File: src/rpi_consts.svh
/*
 * Register offsets, field positions and reset values of the per-port
 * interrupt enable and status logic.
 * Assumes inclusion by the package and the design module only.
 */
`ifndef RPI_CONSTS_SVH
`define RPI_CONSTS_SVH

// Register offsets on the register access port
`define RPI_PORT_SEL_OFS 8'h4c
`define RPI_EN_HIGH_OFS 8'hd8
`define RPI_EN_LOW_OFS 8'hd9
`define RPI_ST_HIGH_OFS 8'hda

// Number of receive ports and width of the selector
`define RPI_NPORT 4
`define RPI_SEL_W 2

// High enable and status field positions
`define RPI_HI_CODE_BIT 2
`define RPI_HI_ORDER_BIT 1
`define RPI_HI_CHECK_BIT 0
`define RPI_HI_MASK 8'h07

// Low enable field positions
`define RPI_LO_WIDTH_BIT 6
`define RPI_LO_HEIGHT_BIT 5
`define RPI_LO_OVF_BIT 4
`define RPI_LO_PAR_BIT 2
`define RPI_LO_VALID_BIT 1
`define RPI_LO_LOCK_BIT 0
`define RPI_LO_MASK 8'h77

// Reset values
`define RPI_REG_RST 8'h00

`endif

File: src/rpi_pkg.sv
/*
 * Types shared by the per-port interrupt enable and status logic.
 * Assumes rpi_consts.svh is on the include path.
 */
`include "rpi_consts.svh"

package rpi_pkg;

    // Per-port bytes, one per receive port
    typedef logic [`RPI_NPORT-1:0][7:0] rpi_port_bytes_t;

    // Register access request from the serial target
    typedef struct packed {
        logic [7:0] addr; // Register offset
        logic [7:0] wdata; // Write data
        logic wr; // One-cycle write strobe
        logic rd; // One-cycle read strobe
    } rpi_req_t;

    // Error events of the high group, one bit per port each
    typedef struct packed {
        logic [`RPI_NPORT-1:0] code; // Link encoding error
        logic [`RPI_NPORT-1:0] order; // Control channel sequence error
        logic [`RPI_NPORT-1:0] check; // Control channel frame CRC error
    } rpi_hi_evt_t;

    // Whole state of the block
    typedef struct packed {
        logic [`RPI_SEL_W-1:0] sel_r; // Selected port
        rpi_port_bytes_t en_hi_r; // High enables per port
        rpi_port_bytes_t en_lo_r; // Low enables per port
        rpi_port_bytes_t st_hi_r; // High status per port
        logic [7:0] rdata_r; // Read data
    } rpi_state_t;

endpackage : rpi_pkg

File: src/rpi_ctrl.sv
/*
 * Per-receive-port interrupt enables, upper interrupt status and the
 * combined interrupt output. Register accesses arrive from the serial
 * target logic on the same clock as single-cycle strobes.
 * Assumes events, low-group flags and link status read strobes come from
 * device core logic on clk.
 */
`timescale 1ns/1ps
`include "rpi_consts.svh"

// Function
// - Port select steers accesses to one copy
// - High enable bit 2: encoding error interrupt
// - High enable bit 1: sequence error interrupt
// - High enable bit 0: frame CRC interrupt
// - Low enable bit 6: line length change
// - Low enable bit 5: line count change
// - Low enable bit 4: buffer overflow
// - Low enable bit 2: parity errors
// - Low enable bit 1: port valid change
// - Low enable bit 0: lock change
// - Status bit 2 cleared by second read
// - Status bit 1 cleared by first read
// - Status bit 0 cleared by first read
// - Reset zero; reserved high bits read zero
module rpi_ctrl (
    input wire logic clk,
    input wire logic rst_b,
    input wire rpi_pkg::rpi_req_t req,
    output logic [7:0] rdata,
    input wire rpi_pkg::rpi_hi_evt_t hi_evt,
    input wire rpi_pkg::rpi_port_bytes_t lo_flags,
    input wire logic link_status_first_rd,
    input wire logic link_status_second_rd,
    output rpi_pkg::rpi_port_bytes_t lo_enables,
    output logic irq
);

    // Register state and its next value
    rpi_pkg::rpi_state_t s_r;
    rpi_pkg::rpi_state_t s_nxt;
    // Selected port index, read by the decode and the checks
    logic [`RPI_SEL_W-1:0] sel;
    // Per-port enabled sources
    logic [`RPI_NPORT-1:0] hit;

    // Address match helper, used by both write and read decode
    function automatic logic is_ofs(input logic [7:0] a,
                                    input logic [7:0] ofs);
        is_ofs = (a == ofs);
    endfunction

    assign sel = s_r.sel_r;

    // Next state: register writes, status set and clear, read data
    always_comb begin
        s_nxt = s_r;
        // Port select write
        if (req.wr && is_ofs(req.addr, `RPI_PORT_SEL_OFS)) begin
            s_nxt.sel_r = req.wdata[`RPI_SEL_W-1:0];
        end
        for (int p = 0; p < `RPI_NPORT; p++) begin
            if (req.wr && sel == p[`RPI_SEL_W-1:0]) begin
                if (is_ofs(req.addr, `RPI_EN_HIGH_OFS)) begin
                    s_nxt.en_hi_r[p] = req.wdata & `RPI_HI_MASK;
                end
                if (is_ofs(req.addr, `RPI_EN_LOW_OFS)) begin
                    s_nxt.en_lo_r[p] = req.wdata & `RPI_LO_MASK;
                end
            end
            if (link_status_second_rd && sel == p[`RPI_SEL_W-1:0]) begin
                s_nxt.st_hi_r[p][`RPI_HI_CODE_BIT] = 1'b0;
            end
            if (link_status_first_rd && sel == p[`RPI_SEL_W-1:0]) begin
                s_nxt.st_hi_r[p][`RPI_HI_ORDER_BIT] = 1'b0;
                s_nxt.st_hi_r[p][`RPI_HI_CHECK_BIT] = 1'b0;
            end
            if (hi_evt.code[p]) begin
                s_nxt.st_hi_r[p][`RPI_HI_CODE_BIT] = 1'b1;
            end
            if (hi_evt.order[p]) begin
                s_nxt.st_hi_r[p][`RPI_HI_ORDER_BIT] = 1'b1;
            end
            if (hi_evt.check[p]) begin
                s_nxt.st_hi_r[p][`RPI_HI_CHECK_BIT] = 1'b1;
            end
        end
        // Read data for the selected port, zero when unmapped
        if (req.rd) begin
            if (is_ofs(req.addr, `RPI_PORT_SEL_OFS)) begin
                s_nxt.rdata_r = {{(8-`RPI_SEL_W){1'b0}}, s_r.sel_r};
            end else if (is_ofs(req.addr, `RPI_EN_HIGH_OFS)) begin
                s_nxt.rdata_r = s_r.en_hi_r[sel];
            end else if (is_ofs(req.addr, `RPI_EN_LOW_OFS)) begin
                s_nxt.rdata_r = s_r.en_lo_r[sel];
            end else if (is_ofs(req.addr, `RPI_ST_HIGH_OFS)) begin
                s_nxt.rdata_r = s_r.st_hi_r[sel];
            end else begin
                s_nxt.rdata_r = `RPI_REG_RST;
            end
        end
    end

    // State register
    always_ff @(posedge clk or negedge rst_b) begin
        if (!rst_b) begin
            s_r <= '0;
        end else begin
            s_r <= s_nxt;
        end
    end

    // Per-port interrupt sources gated by enables
    generate
        for (genvar g = 0; g < `RPI_NPORT; g++) begin : g_hit
            assign hit[g] = |(s_r.en_hi_r[g] & s_r.st_hi_r[g]) |
                            |(s_r.en_lo_r[g] & lo_flags[g]
                              & `RPI_LO_MASK);
        end
    endgenerate

    assign irq = |hit;
    assign rdata = s_r.rdata_r;
    assign lo_enables = s_r.en_lo_r;

    // Checks for port 0 status, enables and the interrupt output

    code_sets_status_a: assert property (
        @(posedge clk) disable iff (!rst_b)
        hi_evt.code[0] |=> s_r.st_hi_r[0][2])
        else $error("code fault flag not set");
    order_sets_status_a: assert property (
        @(posedge clk) disable iff (!rst_b)
        hi_evt.order[0] |=> s_r.st_hi_r[0][1])
        else $error("order fault flag not set");
    check_sets_status_a: assert property (
        @(posedge clk) disable iff (!rst_b)
        hi_evt.check[0] |=> s_r.st_hi_r[0][0])
        else $error("check fault flag not set");
    second_read_clears_a: assert property (
        @(posedge clk) disable iff (!rst_b)
        link_status_second_rd && sel == 2'h0 && !hi_evt.code[0]
        |=> !s_r.st_hi_r[0][2])
        else $error("second read did not clear");
    first_read_clears_a: assert property (
        @(posedge clk) disable iff (!rst_b)
        link_status_first_rd && sel == 2'h0 && !hi_evt.order[0]
        && !hi_evt.check[0] |=> s_r.st_hi_r[0][1:0] == 2'h0)
        else $error("first read did not clear");
    flag_holds_a: assert property (
        @(posedge clk) disable iff (!rst_b)
        s_r.st_hi_r[0][2] && !link_status_second_rd
        |=> s_r.st_hi_r[0][2])
        else $error("code fault flag lost");
    order_holds_a: assert property (
        @(posedge clk) disable iff (!rst_b)
        s_r.st_hi_r[0][1] && !link_status_first_rd
        |=> s_r.st_hi_r[0][1])
        else $error("order fault flag lost");
    select_steers_a: assert property (
        @(posedge clk) disable iff (!rst_b)
        req.wr && req.addr == 8'hd8 && sel != 2'h0
        |=> $stable(s_r.en_hi_r[0]))
        else $error("write reached unselected port");
    write_lands_a: assert property (
        @(posedge clk) disable iff (!rst_b)
        req.wr && req.addr == `RPI_EN_LOW_OFS && sel == 2'h0
        |=> s_r.en_lo_r[0] == ($past(req.wdata) & `RPI_LO_MASK))
        else $error("write missed selected port");
    reserved_zero_a: assert property (
        @(posedge clk) disable iff (!rst_b)
        $past(req.rd) && ($past(req.addr) == 8'hd8
        || $past(req.addr) == 8'hda) |-> rdata[7:3] == 5'h00)
        else $error("reserved bits read nonzero");
    irq_follows_a: assert property (
        @(posedge clk) disable iff (!rst_b)
        s_r.en_hi_r[0][2] && hi_evt.code[0]
        |=> irq || !s_r.en_hi_r[0][2])
        else $error("enabled code fault gave no interrupt");
    order_irq_a: assert property (
        @(posedge clk) disable iff (!rst_b)
        s_r.en_hi_r[0][1] && hi_evt.order[0]
        |=> irq || !s_r.en_hi_r[0][1])
        else $error("enabled order fault gave no interrupt");
    check_irq_a: assert property (
        @(posedge clk) disable iff (!rst_b)
        s_r.en_hi_r[0][0] && hi_evt.check[0]
        |=> irq || !s_r.en_hi_r[0][0])
        else $error("enabled check fault gave no interrupt");
    width_irq_a: assert property (
        @(posedge clk) disable iff (!rst_b)
        s_r.en_lo_r[0][6] && lo_flags[0][6] |-> irq)
        else $error("enabled width change gave no interrupt");
    height_irq_a: assert property (
        @(posedge clk) disable iff (!rst_b)
        s_r.en_lo_r[0][5] && lo_flags[0][5] |-> irq)
        else $error("enabled height change gave no interrupt");
    overflow_irq_a: assert property (
        @(posedge clk) disable iff (!rst_b)
        s_r.en_lo_r[0][4] && lo_flags[0][4] |-> irq)
        else $error("enabled overflow gave no interrupt");
    parity_irq_a: assert property (
        @(posedge clk) disable iff (!rst_b)
        s_r.en_lo_r[0][2] && lo_flags[0][2] |-> irq)
        else $error("enabled parity fault gave no interrupt");
    valid_irq_a: assert property (
        @(posedge clk) disable iff (!rst_b)
        s_r.en_lo_r[0][1] && lo_flags[0][1] |-> irq)
        else $error("enabled valid change gave no interrupt");
    lock_irq_a: assert property (
        @(posedge clk) disable iff (!rst_b)
        s_r.en_lo_r[0][0] && lo_flags[0][0] |-> irq)
        else $error("enabled lock change gave no interrupt");
    irq_masked_a: assert property (
        @(posedge clk) disable iff (!rst_b)
        lo_flags == '0 && s_r.en_hi_r == '0 |-> !irq)
        else $error("interrupt without enabled source");

endmodule // rpi_ctrl

File: config.mk
export PLATFORM = sky130hd
export DESIGN_NAME = rpi_ctrl
export DESIGN_NICKNAME = d
export VERILOG_FILES = /design/src/rpi_pkg.sv /design/src/rpi_ctrl.sv
export VERILOG_INCLUDE_DIRS = /design/src
export SDC_FILE = /design/constraint.sdc
export NUM_CORES = 1
export LEC_CHECK = 0
export ABC_AREA = 1
export BUFFER_PORTS_ARGS = -buffer_cell sky130_fd_sc_hd__buf_4
export CAP_MARGIN = 40
export CELL_PAD_IN_SITES_DETAIL_PLACEMENT = 1
export CELL_PAD_IN_SITES_GLOBAL_PLACEMENT = 1
export CORE_MARGIN = 4
export CORE_UTILIZATION = 40
export CTS_BUF_LIST = sky130_fd_sc_hd__clkbuf_8
export DETAILED_ROUTE_END_ITERATION = 12
export PLACE_DENSITY_LB_ADDON = 0.1
export SLEW_MARGIN = 20
export SYNTH_ARGS = -nofsm -noshare
export SYNTH_HDL_FRONTEND = slang
export SYNTH_SLANG_ARGS = --single-unit
export TNS_END_PERCENT = 10
File: constraint.sdc
create_clock -name clk -period 3.8 [get_ports clk]
set_clock_uncertainty 0.05 [all_clocks]
set_input_delay 0.57 -clock clk [delete_from_list [all_inputs] [get_ports clk]]
set_output_delay 0.57 -clock clk [all_outputs]
set_load 0.005 [all_outputs]
* Word-level counts from Yosys, hierarchy flattened
Cells that the tools add are included.
** Storage, ports and cells
- Bits in registers :: 58
- Output and inout port bits :: 41
- Logic and storage cells :: 115
** Cells by class
- Order comparisons :: 1
- Equality and inequality tests :: 7
- Muxes and demuxes :: 30
- Bitwise operators :: 12
- Reduce and logical (&&, ||, !) cells :: 43
** Operator list (number)
- 8-bit two-way mux :: 7
- 8-bit binary-select mux with 2-bit select :: 3
- 8-bit OR reduction :: 4
- 7-bit AND :: 4
- 8-bit equality test (second input constant) :: 3
- 2-bit nonzero test :: 12
- 6-bit OR reduction :: 4
- 1-bit two-way mux :: 16
- 2-bit AND reduction :: 8
- 1-bit logical AND :: 13
- 3-bit AND :: 4
- 8-bit by 7-bit equality test with 1-bit output (second input constant) :: 1
- 2-bit two-way mux :: 4
- 2-bit equality test (second input constant) :: 2
- 1-bit bitwise OR :: 4
- 4-bit OR reduction :: 1
- 2-bit by 3-bit less-than comparator with 1-bit output (second input constant) :: 1
- 2-bit by 1-bit equality test with 1-bit output (second input constant) :: 1
- 2-bit zero test :: 1

* Logic depth before layout (Yosys ltp)
- Depth in word-level cells :: 6
- Depth in mapped cells :: 11
- Depth with buffers taken out :: 9

* Least setup slack after synthesis
No wires, ideal clock.
- Path kind :: input to output
- Start :: input port lo_flags[1] (netlist name)
- End :: output port irq
- Data arrival time :: 0.978 ns
- Required time :: 3.180 ns
- Slack :: 2.202 ns
- Cell stages on the path :: 4
- Buffers on the path :: 0
- Path through :: nand2_1 > nand4_1 > nor3_1 > nand4_1
** On the way
- Cells in the longest elaborated chain, start to end :: 4
** Ends and longest elaborated chain
- start, declared :: RTL line rpi_ctrl.sv:32 : input wire rpi_pkg::rpi_port_bytes_t lo_flags,
- 7-bit AND :: RTL line rpi_ctrl.sv:117 : |(s_r.en_lo_r[g] & lo_flags[g]
- 6-bit OR reduction :: RTL line rpi_ctrl.sv:117
- 1-bit bitwise OR :: RTL line rpi_ctrl.sv:116 : assign hit[g] = |(s_r.en_hi_r[g] & s_r.st_hi_r[g]) |
- 4-bit OR reduction :: RTL line rpi_ctrl.sv:122 : assign irq = |hit;
- end, declared :: RTL line rpi_ctrl.sv:36 : output logic irq
No other way between the ends.

* Final worst setup path
- Start :: register s_r (netlist bit sel[0])
- End :: register s_r (netlist bit lo_enables[2])
** On the way
- Cells in the longest elaborated chain, start to end :: 3
** Ends and longest elaborated chain
- start, declared :: RTL line rpi_ctrl.sv:40 : rpi_pkg::rpi_state_t s_r;
- start signal, assigned :: RTL line rpi_ctrl.sv:109 : s_r <= s_nxt;
- 2-bit zero test :: RTL line rpi_ctrl.sv:63 : if (req.wr && sel == p[`RPI_SEL_W-1:0]) begin
- 1-bit logical AND :: RTL line rpi_ctrl.sv:63
- 2-bit AND reduction (no line)
No other way between the ends.
A chain may end at the register's enable or synchronous reset.

==> results.json <==
{
  "synthArstFlopShare_pct": 100,
  "use_met1_pct": 28.3,
  "globalRoute.busiestLayer": "met2",
  "cp-end-kind": "register",
  "gp_congestion": 0.871,
  "grt_pass1_vias": 3083,
  "synth_seq_cells": 56,
  "grt_use_met2_pct": 32.5,
  "synth-edff-count": 0,
  "synth_ff_type": "dfrtp_1",
  "routed-via-count": 2980,
  "fmax_ghz": 0.460,
  "tns_ns": 0,
  "synth-seq-area-share_pct": 42.5,
  "pin_count": 107,
  "worst_pin_slew_ns": 0.805,
  "grt_max_degree": 57,
  "path_clk_slew_ns": 0.10,
  "r2r_cells": 7,
  "root_buffer": "clkbuf_8",
  "post_drt_wl_per_cell_um": 16.5,
  "floorplan.initialDensity_pct": 41.8,
  "final_antenna_net_count": 0,
  "first_pass_iters": 4,
  "rsz0062_at_grt": "false",
  "htreeDepth": 2,
  "hold_buffers": 0,
  "cts_setup_buffers": 0,
  "finalNetCount": 556,
  "core_area_um2": 7890,
  "slew_viol_final": 0,
  "p_per_area_nw_per_um2": 306,
  "p_leak_nw": 2.08,
  "clockBufferDepth": 2,
  "fin_crit_sh_pct": 57.2,
  "synth_xor_area_share_pct": 0,
  "cts_resized": 0,
  "synth_fa_ha_area_share_pct": 0,
  "via_per_inst": 5.03,
  "syn_avg_cell_area_um2": 7.57,
  "synth_cells": 436,
  "wl_um": 9760,
  "yosys.area_share.simple_pct": 29.5,
  "dieWidth_um": 98.8,
  "cp_max_fo": 12,
  "rows": 32,
  "holdCritPathClass": "in2async",
  "layout.area.seq_um2": 1400,
  "antenna_found_initial": 0,
  "hold_violations": 0,
  "clkSinkCount": 56,
  "grt_use_total_pct": 20.3,
  "maxSlewHeadroom_pct": 46.4,
  "cts_tree": "built",
  "overflow": 0,
  "multiInputGateArea_um2": 1380,
  "finalSetupViolations": 0,
  "irDropWorstVdd_v": 0.000163,
  "grt.met3_usage_pct": 3.75,
  "drive_gt1_share_pct": 24.8,
  "crit_arrival_ns": 2.33,
  "synth_top_family_by_area": "simple AND/OR/NAND/NOR gates",
  "die_area_um2": 9770,
  "synth_compound_area_share_pct": 11.1,
  "synth_area_um2": 3300,
  "worst-setup-path-type": "reg2reg",
  "start_kind": "register",
  "critPathRequiredTime_ns": 3.95,
  "clock_latency_ns": 0.32,
  "cts_buffers": 5,
  "min_period_ns": 2.17,
  "drtIter0Drc": 150,
  "yosysUniqueCellTypes": 24,
  "grt_pass1_wl_um": 15800,
  "dp_hpwl_um": 7770,
  "outcome": "complete, no violations",
  "remaining_drc_errors": 0,
  "synth_mux_area_share_pct": 0,
  "drv_cap": 0,
  "area.growth.synth_to_final_pct": 16.3,
  "hold_ws_ns": 0.233,
  "die_y_um": 98.8,
  "fill_cells": 1016,
  "yosysWarnings": 0,
  "diodes": 0,
  "port-buffer-count": 86
}
sequential cells by signal, summed over array words and instances, names as in the netlist:
| register | cells |
|---|---|
| s_r | 24 |
| rdata | 6 |
| sel | 2 |
| lo_enables | 24 |
logic make-up (layout without fill, tap and decap cells):
group / Yosys count / count (layout)
AND/OR/NAND/NOR: 230 / 230
other: 1 / 10
buffers and inverters: 91 / 137
flip-flops: 56 / 56
AO/OA/AOI/OAI: 58 / 58
cell usage in the layout, fill, tap and decap left out, types with 2 or more instances in the layout:
cell	count
nor2_1	34
inv_1	37
nor2_4	3
dfrtp_1	56
nor3_1	2
nor2_2	3
o21ai_0	21
buf_4	86
inv_2	4
nand2_4	2
clkbuf_8	5
o21ai_2	12
o21ai_1	13
nand4_1	11
nand2_1	147
o21bai_1	8
nand3_1	27
a22oi_1	3
conb_1	10
through the flow:
| stage | instances | worst slack (ns) | cell area, um2 | utilization [%] | power, W |
|---|---|---|---|---|---|
| 6_report | 593 | 1.63 | 3840 | 48.7 | 0.00117 |
| 5_1_grt | 593 | 1.41 | 3840 | 48.7 | 0.00122 |
| 4_1_cts | 593 | 1.62 | 3840 | 48.7 | 0.00118 |
| 3_5_place_dp | 585 | 1.63 | 3730 | 47.3 | 0.000787 |
| 3_3_place_gp | 584 | 1.61 | 3720 | 47.1 | 0.000781 |
| 2_1_floorplan | 445 | 2.20 | 3330 | - | 0.000709 |
path summary, 6_finish.rpt:
kind	startpoint	to	slack [ns]
max	sel[0]	lo_enables[2]	1.63
max reg2reg	sel[0]	lo_enables[2]	1.63
max in group asynchronous	rst_b	lo_enables[13]	2.98
min reg2reg	rdata[0]	rdata[0]	0.44
min	rst_b	s_r[33]	0.23
min in group clk	hi_evt[10]	s_r[26]	0.38
synthesized netlist by cell type, types with 2 or more instances:
cell / number / area, um2
o21ai_2: 12 / 105
o21ai_1: 13 / 65.1
nor2_2: 3 / 18.8
nand3_1: 27 / 135
o21ai_0: 21 / 105
nand2_1: 147 / 552
buf_4: 42 / 315
a22oi_1: 3 / 22.5
dfrtp_1: 56 / 1400
o21bai_1: 8 / 60.1
inv_2: 4 / 15.0
nor3_1: 2 / 10.0
nand2_4: 2 / 22.5
nor2_4: 3 / 33.8
nor2_1: 34 / 128
inv_1: 37 / 139
buf_6: 5 / 56.3
nand4_1: 11 / 68.8
routing by layer:
metal	vias up	part of all wire (%)
li1	1439	-
met1	1436	44
met2	92	47
met3	13	6.4
met4	0	1.8
met5	-	0
final cells by class:
class | instances | share of cell area [%]
clock buffers | 5 | 1.79
clock inverters | 3 | 1.11
inverters | 42 | 4.24
multi-input cells | 298 | 35.9
flip-flops and latches | 56 | 36.5
well taps | 102 | 3.32
repair buffers | 87 | 17.1
critical path: stages (launching register included):
cell and delay, ns:
dfrtp_1 0.58, buf_6 0.25, nor2_4 0.33, inv_2 0.11
nor2_1 0.15, nand2_1 0.34, nand2_1 0.18, o21ai_2 0.07
power by group:
part | switching [W] | internal [W] | leakage (nW)
Sequential | 0.0000152 | 0.000605 | 0.725
Combinational | 0.0000846 | 0.0000674 | 1.30
Clock | 0.000205 | 0.000195 | 0.0541
Total | 0.000305 | 0.000868 | 2.08
Note: power is estimated with default switching activity, not from simulation.
